File: src/logic/cmp_ctrl_pkg.sv
`default_nettype none

package cmp_ctrl_pkg;

    // ***************************************************************
    // bus geometry
    // ***************************************************************
    localparam int ADDR_W = 3;
    localparam int DATA_W = 8;
    localparam int NUM_CMP = 2;

    // ***************************************************************
    // register offsets
    // ***************************************************************
    localparam logic [ADDR_W-1:0] OFF_CTRL_ONE  = 3'h0;
    localparam logic [ADDR_W-1:0] OFF_CTRL_TWO  = 3'h1;
    localparam logic [ADDR_W-1:0] OFF_SHARED    = 3'h2;
    localparam logic [ADDR_W-1:0] OFF_FLAGS     = 3'h3;
    localparam logic [ADDR_W-1:0] OFF_IRQ_CTRL  = 3'h4;

    // ***************************************************************
    // per-comparator control register fields
    // ***************************************************************
    localparam int EN_BIT     = 7;
    localparam int RESULT_BIT = 6;
    localparam int OE_BIT     = 5;
    localparam int INV_BIT    = 4;
    localparam int UNUSED_BIT = 3;
    localparam int REF_BIT    = 2;
    localparam int CH_MSB     = 1;
    localparam int CH_LSB     = 0;
    localparam logic [DATA_W-1:0] CTRL_RST = 8'h00;

    // ***************************************************************
    // shared register fields
    // ***************************************************************
    localparam int MIRROR_ONE_BIT = 7;
    localparam int MIRROR_TWO_BIT = 6;
    localparam int SHARED_CFG_MSB = 5;
    localparam int SHARED_CFG_LSB = 4;
    localparam int AUX_CFG_MSB    = 1;
    localparam int AUX_CFG_LSB    = 0;
    localparam logic [1:0] SHARED_CFG_RST = 2'h0;
    localparam logic [1:0] AUX_CFG_RST    = 2'h2;

    // ***************************************************************
    // flag, enable and interrupt control fields
    // ***************************************************************
    localparam int FLAG_LSB   = 0;
    localparam int IRQ_EN_LSB = 2;
    localparam int GLOBAL_BIT = 0;
    localparam int PERIPH_BIT = 1;

    // ***************************************************************
    // instruction cycle phases
    // ***************************************************************
    typedef enum logic [1:0] {
        PH_ONE   = 2'b00,
        PH_TWO   = 2'b01,
        PH_THREE = 2'b10,
        PH_FOUR  = 2'b11
    } phase_t;

endpackage

`default_nettype wire

File: src/logic/cmp_ctrl.sv
// What this block does
// (RL1) reference select bit high routes internal reference to non-inverting input, else pin.
// (RL2) result visible in own control register and in shared mirror bit.
// (RL3) pin drives result only when output-enable, enable set and direction bit clear.
// (RL4) output-enable overrides port data latch; enable bit alone does not.
// (RL5) internal result registered once per instruction cycle; pin result not latched.
// (RL6) polarity bit inverts the comparator decision.
// (RL7) two-bit channel field picks one of four shared negative inputs.
// (RL8) top bit of control register enables the comparator.
// (RL9) control register read captures current result into first mismatch latch.
// (RL10) second latch samples result each first phase; xor of latches is mismatch.
// (RL11) mismatch lasts until control read or result returns to earlier level.
// (RL12) control register write also clears the mismatch.
// (RL13) change flag set on rising edge of mismatch, not its level.
// (RL14) after clearing latches, return to earlier level raises new change.
// (RL15) change detection independent of output-enable bit.
// (RL16) change flag sticky until software writes zero; writing one sets it.
// (RL17) request needs change, peripheral and global enables; flag sets regardless.
// (RL18) change during a control read may be missed; here it never is.
// (RL19) enabled comparator runs in sleep; change plus two enables wakes device.
// (RL20) reset returns control and shared registers to reset values; comparators off, shared aux field resets to 2.
// (RL21) bit 3 reads zero, result bit read-only, other fields read-write reset zero.
// (RL22) software waits about 1 us after enabling before clearing and enabling.
// (RL23) mirror bits 7 and 6 read-only; reading them leaves mismatch latches alone.
// (RL24) analog decision is asynchronous, synchronised then taken through first-phase latch.
// (RL25) each comparator has own mismatch and flag; access clears only its own.
`timescale 1ns/1ps
`default_nettype none

module cmp_ctrl #(
    parameter int NUM_CMP = cmp_ctrl_pkg::NUM_CMP
) (
    // clock and reset
    input  wire logic                              mclk,
    input  wire logic                              rst_n,
    // register port
    input  wire logic [cmp_ctrl_pkg::ADDR_W-1:0]   addr,
    input  wire logic [cmp_ctrl_pkg::DATA_W-1:0]   wdata,
    input  wire logic                              wr_stb,
    input  wire logic                              rd_stb,
    output logic      [cmp_ctrl_pkg::DATA_W-1:0]   rdata,
    // analog cores
    input  wire logic [NUM_CMP-1:0]                cmp_raw,
    output logic      [NUM_CMP-1:0]                cmp_enable_bit,
    output logic      [NUM_CMP-1:0]                cmp_ref_select,
    output logic      [2*NUM_CMP-1:0]              cmp_neg_channel_sel,
    output logic      [1:0]                        shared_ref_cfg,
    output logic      [1:0]                        shared_aux_cfg,
    // port pins
    input  wire logic [NUM_CMP-1:0]                port_direction_bit,
    output logic      [NUM_CMP-1:0]                pin_out,
    output logic      [NUM_CMP-1:0]                pin_oe,
    output logic      [NUM_CMP-1:0]                pin_override,
    // system
    output logic                                   irq_req,
    output logic                                   wake_req
);

    // ***************************************************************
    // instruction cycle phase
    // ***************************************************************
    cmp_ctrl_pkg::phase_t phase_r;
    logic                 phase_one_en;

    // four clocks make one instruction cycle; phase_one_en is its one-cycle enable
    always_ff @(posedge mclk) begin
        if (!rst_n) begin
            phase_r <= cmp_ctrl_pkg::PH_ONE;
        end else begin
            case (phase_r)
                cmp_ctrl_pkg::PH_ONE:   phase_r <= cmp_ctrl_pkg::PH_TWO;
                cmp_ctrl_pkg::PH_TWO:   phase_r <= cmp_ctrl_pkg::PH_THREE;
                cmp_ctrl_pkg::PH_THREE: phase_r <= cmp_ctrl_pkg::PH_FOUR;
                cmp_ctrl_pkg::PH_FOUR:  phase_r <= cmp_ctrl_pkg::PH_ONE;
                default:                phase_r <= cmp_ctrl_pkg::PH_ONE;
            endcase
        end
    end

    assign phase_one_en = (phase_r == cmp_ctrl_pkg::PH_ONE);

    // ***************************************************************
    // decode
    // ***************************************************************
    // one decode serves both the capture strobe and the field writes
    function automatic logic ctrl_hit(input logic [cmp_ctrl_pkg::ADDR_W-1:0] a,
                                      input int idx);
        ctrl_hit = (idx == 0) ? (a == cmp_ctrl_pkg::OFF_CTRL_ONE)
                              : (a == cmp_ctrl_pkg::OFF_CTRL_TWO);
    endfunction

    // ***************************************************************
    // shared, enable and interrupt control registers
    // ***************************************************************
    logic [1:0]         shared_ref_r;
    logic [1:0]         shared_aux_r;
    logic [NUM_CMP-1:0] change_irq_en_r;
    logic               peripheral_irq_en_r;
    logic               global_irq_en_r;

    always_ff @(posedge mclk) begin
        if (!rst_n) begin
            shared_ref_r <= cmp_ctrl_pkg::SHARED_CFG_RST;  // see (RL20)
            shared_aux_r <= cmp_ctrl_pkg::AUX_CFG_RST;
        end else if (wr_stb && addr == cmp_ctrl_pkg::OFF_SHARED) begin
            shared_ref_r <= wdata[cmp_ctrl_pkg::SHARED_CFG_MSB:cmp_ctrl_pkg::SHARED_CFG_LSB];
            shared_aux_r <= wdata[cmp_ctrl_pkg::AUX_CFG_MSB:cmp_ctrl_pkg::AUX_CFG_LSB];
        end
    end

    always_ff @(posedge mclk) begin
        if (!rst_n) begin
            change_irq_en_r <= '0;
        end else if (wr_stb && addr == cmp_ctrl_pkg::OFF_FLAGS) begin
            change_irq_en_r <= wdata[cmp_ctrl_pkg::IRQ_EN_LSB +: NUM_CMP];
        end
    end

    always_ff @(posedge mclk) begin
        if (!rst_n) begin
            peripheral_irq_en_r <= 1'b0;
            global_irq_en_r     <= 1'b0;
        end else if (wr_stb && addr == cmp_ctrl_pkg::OFF_IRQ_CTRL) begin
            peripheral_irq_en_r <= wdata[cmp_ctrl_pkg::PERIPH_BIT];
            global_irq_en_r     <= wdata[cmp_ctrl_pkg::GLOBAL_BIT];
        end
    end

    assign shared_ref_cfg = shared_ref_r;
    assign shared_aux_cfg = shared_aux_r;

    // ***************************************************************
    // per-comparator logic
    // ***************************************************************
    logic [NUM_CMP-1:0] en_r;
    logic [NUM_CMP-1:0] oe_r;
    logic [NUM_CMP-1:0] inv_r;
    logic [NUM_CMP-1:0] ref_r;
    logic [1:0]         ch_r [NUM_CMP];
    logic [NUM_CMP-1:0] sync1_r;
    logic [NUM_CMP-1:0] sync2_r;
    logic [NUM_CMP-1:0] result_r;
    logic [NUM_CMP-1:0] capture_r;
    logic [NUM_CMP-1:0] mismatch;
    logic [NUM_CMP-1:0] mismatch_d_r;
    logic [NUM_CMP-1:0] flag_r;
    logic [NUM_CMP-1:0] ctrl_access;

    genvar gi;
    generate
        for (gi = 0; gi < NUM_CMP; gi++) begin : g_cmp
            assign ctrl_access[gi] = (rd_stb || wr_stb) && ctrl_hit(addr, gi);

            always_ff @(posedge mclk) begin
                if (!rst_n) begin
                    en_r[gi]  <= cmp_ctrl_pkg::CTRL_RST[cmp_ctrl_pkg::EN_BIT];  // see (RL20)
                    oe_r[gi]  <= cmp_ctrl_pkg::CTRL_RST[cmp_ctrl_pkg::OE_BIT];
                    inv_r[gi] <= cmp_ctrl_pkg::CTRL_RST[cmp_ctrl_pkg::INV_BIT];
                    ref_r[gi] <= cmp_ctrl_pkg::CTRL_RST[cmp_ctrl_pkg::REF_BIT];
                    ch_r[gi]  <= cmp_ctrl_pkg::CTRL_RST[cmp_ctrl_pkg::CH_MSB:cmp_ctrl_pkg::CH_LSB];
                end else if (wr_stb && ctrl_hit(addr, gi)) begin
                    en_r[gi]  <= wdata[cmp_ctrl_pkg::EN_BIT];  // see (RL8)
                    oe_r[gi]  <= wdata[cmp_ctrl_pkg::OE_BIT];
                    inv_r[gi] <= wdata[cmp_ctrl_pkg::INV_BIT];
                    ref_r[gi] <= wdata[cmp_ctrl_pkg::REF_BIT];  // see (RL1)
                    ch_r[gi]  <= wdata[cmp_ctrl_pkg::CH_MSB:cmp_ctrl_pkg::CH_LSB];  // see (RL7)
                end
            end

            // first flop feeds only the second
            always_ff @(posedge mclk) begin
                if (!rst_n) begin
                    sync1_r[gi] <= 1'b0;
                    sync2_r[gi] <= 1'b0;
                end else begin
                    sync1_r[gi] <= cmp_raw[gi];  // see (RL24)
                    sync2_r[gi] <= sync1_r[gi];
                end
            end

            // a disabled core reads as low; it keeps running in sleep
            always_ff @(posedge mclk) begin
                if (!rst_n) begin
                    result_r[gi] <= 1'b0;
                end else if (phase_one_en) begin
                    result_r[gi] <= en_r[gi] & (sync2_r[gi] ^ inv_r[gi]);  // see (RL5) (RL6) (RL10) (RL19)
                end
            end

            // write also captures: every write begins with a read
            always_ff @(posedge mclk) begin
                if (!rst_n) begin
                    capture_r[gi] <= 1'b0;
                end else if (ctrl_access[gi]) begin
                    capture_r[gi] <= result_r[gi];  // see (RL9) (RL12) (RL25)
                end
            end

            assign mismatch[gi] = capture_r[gi] ^ result_r[gi];  // see (RL10) (RL11) (RL14) (RL15)

            // delayed copy: the flag follows the edge of the mismatch, not its level
            always_ff @(posedge mclk) begin
                if (!rst_n) begin
                    mismatch_d_r[gi] <= 1'b0;
                end else begin
                    mismatch_d_r[gi] <= mismatch[gi];
                end
            end

            // edge set wins over a software clear in the same cycle
            always_ff @(posedge mclk) begin
                if (!rst_n) begin
                    flag_r[gi] <= 1'b0;
                end else if (mismatch[gi] && !mismatch_d_r[gi]) begin
                    flag_r[gi] <= 1'b1;  // see (RL13) (RL18)
                end else if (wr_stb && addr == cmp_ctrl_pkg::OFF_FLAGS) begin
                    flag_r[gi] <= wdata[cmp_ctrl_pkg::FLAG_LSB + gi];  // see (RL16)
                end
            end

            // pin path bypasses the instruction-cycle latch
            assign pin_out[gi]      = en_r[gi] & (sync2_r[gi] ^ inv_r[gi]);  // see (RL5)
            assign pin_oe[gi]       = oe_r[gi] & en_r[gi] & ~port_direction_bit[gi];  // see (RL3)
            assign pin_override[gi] = oe_r[gi];  // see (RL4)
            assign cmp_neg_channel_sel[2*gi +: 2] = ch_r[gi];
        end
    endgenerate

    assign cmp_enable_bit = en_r;
    assign cmp_ref_select = ref_r;

    // wake needs no global enable: the core resumes, the routine runs only if allowed
    assign irq_req  = (|(flag_r & change_irq_en_r)) & peripheral_irq_en_r
                      & global_irq_en_r;  // see (RL17)
    assign wake_req = (|(flag_r & change_irq_en_r)) & peripheral_irq_en_r;  // see (RL19)

    // ***************************************************************
    // read path
    // ***************************************************************
    // bit 3 and the result bit never come from the write path, so they ignore writes
    function automatic logic [cmp_ctrl_pkg::DATA_W-1:0] ctrl_word(input int i);
        logic [cmp_ctrl_pkg::DATA_W-1:0] w;
        w = '0;  // see (RL21)
        w[cmp_ctrl_pkg::EN_BIT]     = en_r[i];
        w[cmp_ctrl_pkg::RESULT_BIT] = result_r[i];  // see (RL2)
        w[cmp_ctrl_pkg::OE_BIT]     = oe_r[i];
        w[cmp_ctrl_pkg::INV_BIT]    = inv_r[i];
        w[cmp_ctrl_pkg::REF_BIT]    = ref_r[i];
        w[cmp_ctrl_pkg::CH_MSB:cmp_ctrl_pkg::CH_LSB] = ch_r[i];
        ctrl_word = w;
    endfunction

    logic [cmp_ctrl_pkg::DATA_W-1:0] rdata_nxt;

    always_comb begin
        rdata_nxt = '0;
        case (addr)
            cmp_ctrl_pkg::OFF_CTRL_ONE: rdata_nxt = ctrl_word(0);
            cmp_ctrl_pkg::OFF_CTRL_TWO: rdata_nxt = ctrl_word(1);
            cmp_ctrl_pkg::OFF_SHARED: begin
                rdata_nxt[cmp_ctrl_pkg::MIRROR_ONE_BIT] = result_r[0];  // see (RL2) (RL23)
                rdata_nxt[cmp_ctrl_pkg::MIRROR_TWO_BIT] = result_r[1];
                rdata_nxt[cmp_ctrl_pkg::SHARED_CFG_MSB:cmp_ctrl_pkg::SHARED_CFG_LSB] = shared_ref_r;
                rdata_nxt[cmp_ctrl_pkg::AUX_CFG_MSB:cmp_ctrl_pkg::AUX_CFG_LSB] = shared_aux_r;
            end
            cmp_ctrl_pkg::OFF_FLAGS: begin
                rdata_nxt[cmp_ctrl_pkg::FLAG_LSB +: NUM_CMP]   = flag_r;
                rdata_nxt[cmp_ctrl_pkg::IRQ_EN_LSB +: NUM_CMP] = change_irq_en_r;
            end
            cmp_ctrl_pkg::OFF_IRQ_CTRL: begin
                rdata_nxt[cmp_ctrl_pkg::PERIPH_BIT] = peripheral_irq_en_r;
                rdata_nxt[cmp_ctrl_pkg::GLOBAL_BIT] = global_irq_en_r;
            end
            default: rdata_nxt = '0;
        endcase
    end

    // data held only for the cycle after the strobe
    always_ff @(posedge mclk) begin
        if (!rst_n) begin
            rdata <= '0;
        end else if (rd_stb) begin
            rdata <= rdata_nxt;
        end else begin
            rdata <= '0;
        end
    end
endmodule

`default_nettype wire

File: config.mk
export PLATFORM = sky130hd
export DESIGN_NAME = cmp_ctrl
export DESIGN_NICKNAME = d
export VERILOG_FILES = /design/src/logic/cmp_ctrl_pkg.sv /design/src/logic/cmp_ctrl.sv
export SDC_FILE = /design/constraint.sdc
export NUM_CORES = 1
export LEC_CHECK = 0
export ABC_AREA = 1
export BUFFER_PORTS_ARGS = -buffer_cell sky130_fd_sc_hd__buf_2
export CAP_MARGIN = 10
export CORE_MARGIN = 2
export CORE_UTILIZATION = 40
export CTS_BUF_LIST = sky130_fd_sc_hd__clkbuf_4 sky130_fd_sc_hd__clkbuf_8
export CTS_CLUSTER_SIZE = 30
export DETAILED_ROUTE_END_ITERATION = 16
export MAX_ROUTING_LAYER = met4
export PLACE_DENSITY = 0.62
export SETUP_SLACK_MARGIN = 0.5
export SKIP_LAST_GASP = 1
export SYNTH_ARGS = -nofsm -noshare
export SYNTH_HDL_FRONTEND = slang
export SYNTH_SLANG_ARGS = --single-unit
File: constraint.sdc
create_clock -name mclk -period 2.05 [get_ports mclk]
set_clock_uncertainty 0.1 [all_clocks]
set_input_delay 0.205 -clock mclk [delete_from_list [all_inputs] [get_ports mclk]]
set_output_delay 0.205 -clock mclk [all_outputs]
set_load 0.005 [all_outputs]
==> impl_metrics.env <==
export IMPL_grt_total_usage_pct=17.6
export IMPL_grt_antenna_before_repair=0
export IMPL_cts_root_buf="clkbuf_8"
export IMPL_ios=47
export IMPL_maxSlewHeadroom_pct=76.0
export IMPL_cts_max_path_buffers=2
export IMPL_start_kind="register"
export IMPL_vias=1646
export IMPL_initial_utilization_pct=41.6
export IMPL_post_cts_setup_buffer_count=0
export IMPL_end_kind="primary output"
export IMPL_tns_ns=0
export IMPL_fin_crit_sh_pct=72.9
export IMPL_die_area_um2=5080
export IMPL_die_y_um=71.3
export IMPL_grt_max_degree=19
export IMPL_drtPass1Iterations=4
export IMPL_grt_pass1_vias=1437
export IMPL_wl_per_cell_um=11.8
export IMPL_antenna_left=0
export IMPL_port_buffers=45
export IMPL_tritoncts="built"
export IMPL_yosysTopAreaCellShare_pct=42.0
export IMPL_worstPathRequired_ns=1.75
export IMPL_seq_area_frac_synth_pct=48.7
export IMPL_synth_area_um2=1810
export IMPL_path_class="register to primary output"
export IMPL_status="finished, final reports clean"
export IMPL_row_count=24
export IMPL_synth_seq_cells=42
export IMPL_clk_pin_slew_ns=0.08
export IMPL_syn_nets=267
export IMPL_period_needed_ns=1.50
export IMPL_core_area_um2=4350
export IMPL_hold_viol=0
export IMPL_finalWorstSetupSlack_ns=0.555
export IMPL_clock_sinks=42
export IMPL_avgSynthCellArea_um2=7.38
export IMPL_drt_wl_total_mm=4.12
export IMPL_cts_max_level=2
export IMPL_hold_path_class="input pin to register"
export IMPL_ys_warn_count=0
export IMPL_power_density_nw_per_um2=772
export IMPL_max_vdd_ir_drop_uv=432
export IMPL_gp_congestion=0.817
export IMPL_route_detailed_drc=0
export IMPL_final_common_cell="nand2_1"
export IMPL_grt_pass1_wl_mm=6.64
export IMPL_setup_violations=0
export IMPL_arrival_ns=1.19
export IMPL_cpPeakStageDelay_ns=0.34
export IMPL_critical_path_slowest_cell="dfxtp_1"
export IMPL_rsz0062_at_grt="false"
export IMPL_place_hpwl_mm=3.05
export IMPL_dp_slack_ns=0.558
export IMPL_final_cell_mix="55 x nand2_1, 45 x buf_2, 40 x inv_1"
export IMPL_drt_iter0_markers=33
export IMPL_leakage_nw=1.15
export IMPL_critical_path_max_fanout=4
export IMPL_clk_latency_ns=0.30
export IMPL_synthToLayoutAreaGrowth_pct=21.6
export IMPL_cp_cell_sequence="or2_2 > nand3_1 > inv_1 > buf_2"
export IMPL_ff2ff_setup_slack_ns=1.00
export IMPL_synth_area_leaders="dfxtp_1 42%, nand2_1 11%, inv_1 8.3%"
export IMPL_max_freq_mhz=669
export IMPL_fin_util_pct=50.5
export IMPL_die_w_um=71.3
export IMPL_maxCapViolCount=0
export IMPL_worst_slew_pin_slew_ns=0.360
export IMPL_synth_cell_types=23
export IMPL_drv_slew=0
export IMPL_yosys_area_top_type="dfxtp_1"
export IMPL_grt_overflow=0
export IMPL_antenna_cells=0
export IMPL_cts_buffers=5
export IMPL_drive_gt1_share_pct=23.0
export IMPL_synth_cells=245
export IMPL_fin_nets=317
export IMPL_vias_per_cell=4.73
## what timing repair did
action,CTS,global route
resized for setup,0,2
endpoints found under the hold margin,2,0
endpoints found under the setup margin,0,1
hold buffers,2,0
## final timing paths
kind | from | endpoint | cells past startpoint
worst min register to register | sync1_r[0] | sync2_r[0] | 2
worst max-delay path | inv_r[0] | pin_out[0] | 4
worst max register to register | result_r[1] | flag_r[1] | 5
worst min-delay path | wdata[7] | cmp_enable_bit[1] | 3
## kinds of logic after synthesis
group	after synthesis	share of synthesized area, %
AO/OA/AOI/OAI	26	7.40
buffers and inverters	46	9.82
AND/OR/NAND/NOR	126	31.1
XOR/XNOR	2	0.968
flip-flops	42	48.7
adder cells (fa/ha/maj)	3	2.07
## stage by stage
| step | area, µm² | hold slack (ns) | total power, mW | instances |
|---|---|---|---|---|
| detailed placement | 2080 | 0.290 | 1.18 | 338 |
| floorplan | 1810 | 0.203 | 1.10 | 245 |
| global route | 2200 | 0.0502 | 1.80 | 348 |
| CTS | 2190 | 0.0186 | 1.72 | 348 |
| finish | 2200 | 0.0263 | 1.70 | 348 |
| global placement | 2080 | 0.284 | 1.17 | 338 |
## power breakdown
| part | total (mW) | leakage (nW) | switching (mW) | internal (mW) |
|---|---|---|---|---|
| clock | 0.538 | 0.0486 | 0.284 | 0.253 |
| combinational | 0.229 | 0.748 | 0.140 | 0.0897 |
| sequential | 0.931 | 0.349 | 0.0418 | 0.889 |
## state kept, by name, summed over array words and instances (netlist names)
name,cells
global_irq_en_r,1
ch_r,4
shared_ref_cfg,2
inv_r,2
result_r,2
phase_r,2
mismatch_d_r,2
sync2_r,2
sync1_r,2
peripheral_irq_en_r,1
shared_aux_cfg,2
cmp_enable_bit,2
rdata,8
cmp_ref_select,2
capture_r,2
flag_r,2
change_irq_en_r,2
pin_override,2
## critical path: cells and delay by family (launching register included)
| kind | cells | cell delay, ns |
|---|---|---|
| buffers and inverters | 2 | 0.17 |
| flip-flops | 1 | 0.34 |
| AND/OR/NAND/NOR | 2 | 0.38 |
## layer usage
metal	vias to the layer above	global-route usage, %	wire [µm]	part of all wire [%]
li1	864	-	-	-
met1	738	21.0	1970	48
met2	37	28.7	1910	46
met3	7	4.36	168	4.1
met4	0	6.92	74	1.8
met5	-	-	0	0
## cell type report
type	count	area, µm²
multi-input cells	157	756
flip-flops and latches	42	882
clock inverters	2	13.8
inverters	41	154
well taps	52	65.1
fillers	433	2150
clock buffers	6	76.3
repair buffers	48	253
## synthesized netlist by cell type, drive strengths merged
master	instances
edfxtp	4
buf	5
xor2	2
nor2	33
ha	3
a22o	1
and3	1
a21oi	8
or2	2
nand2	58
inv	41
dfxtp	38
o21ai	17
nor3	3
nand4	3
nand3	26
Note: power is estimated with default switching activity, not from simulation.
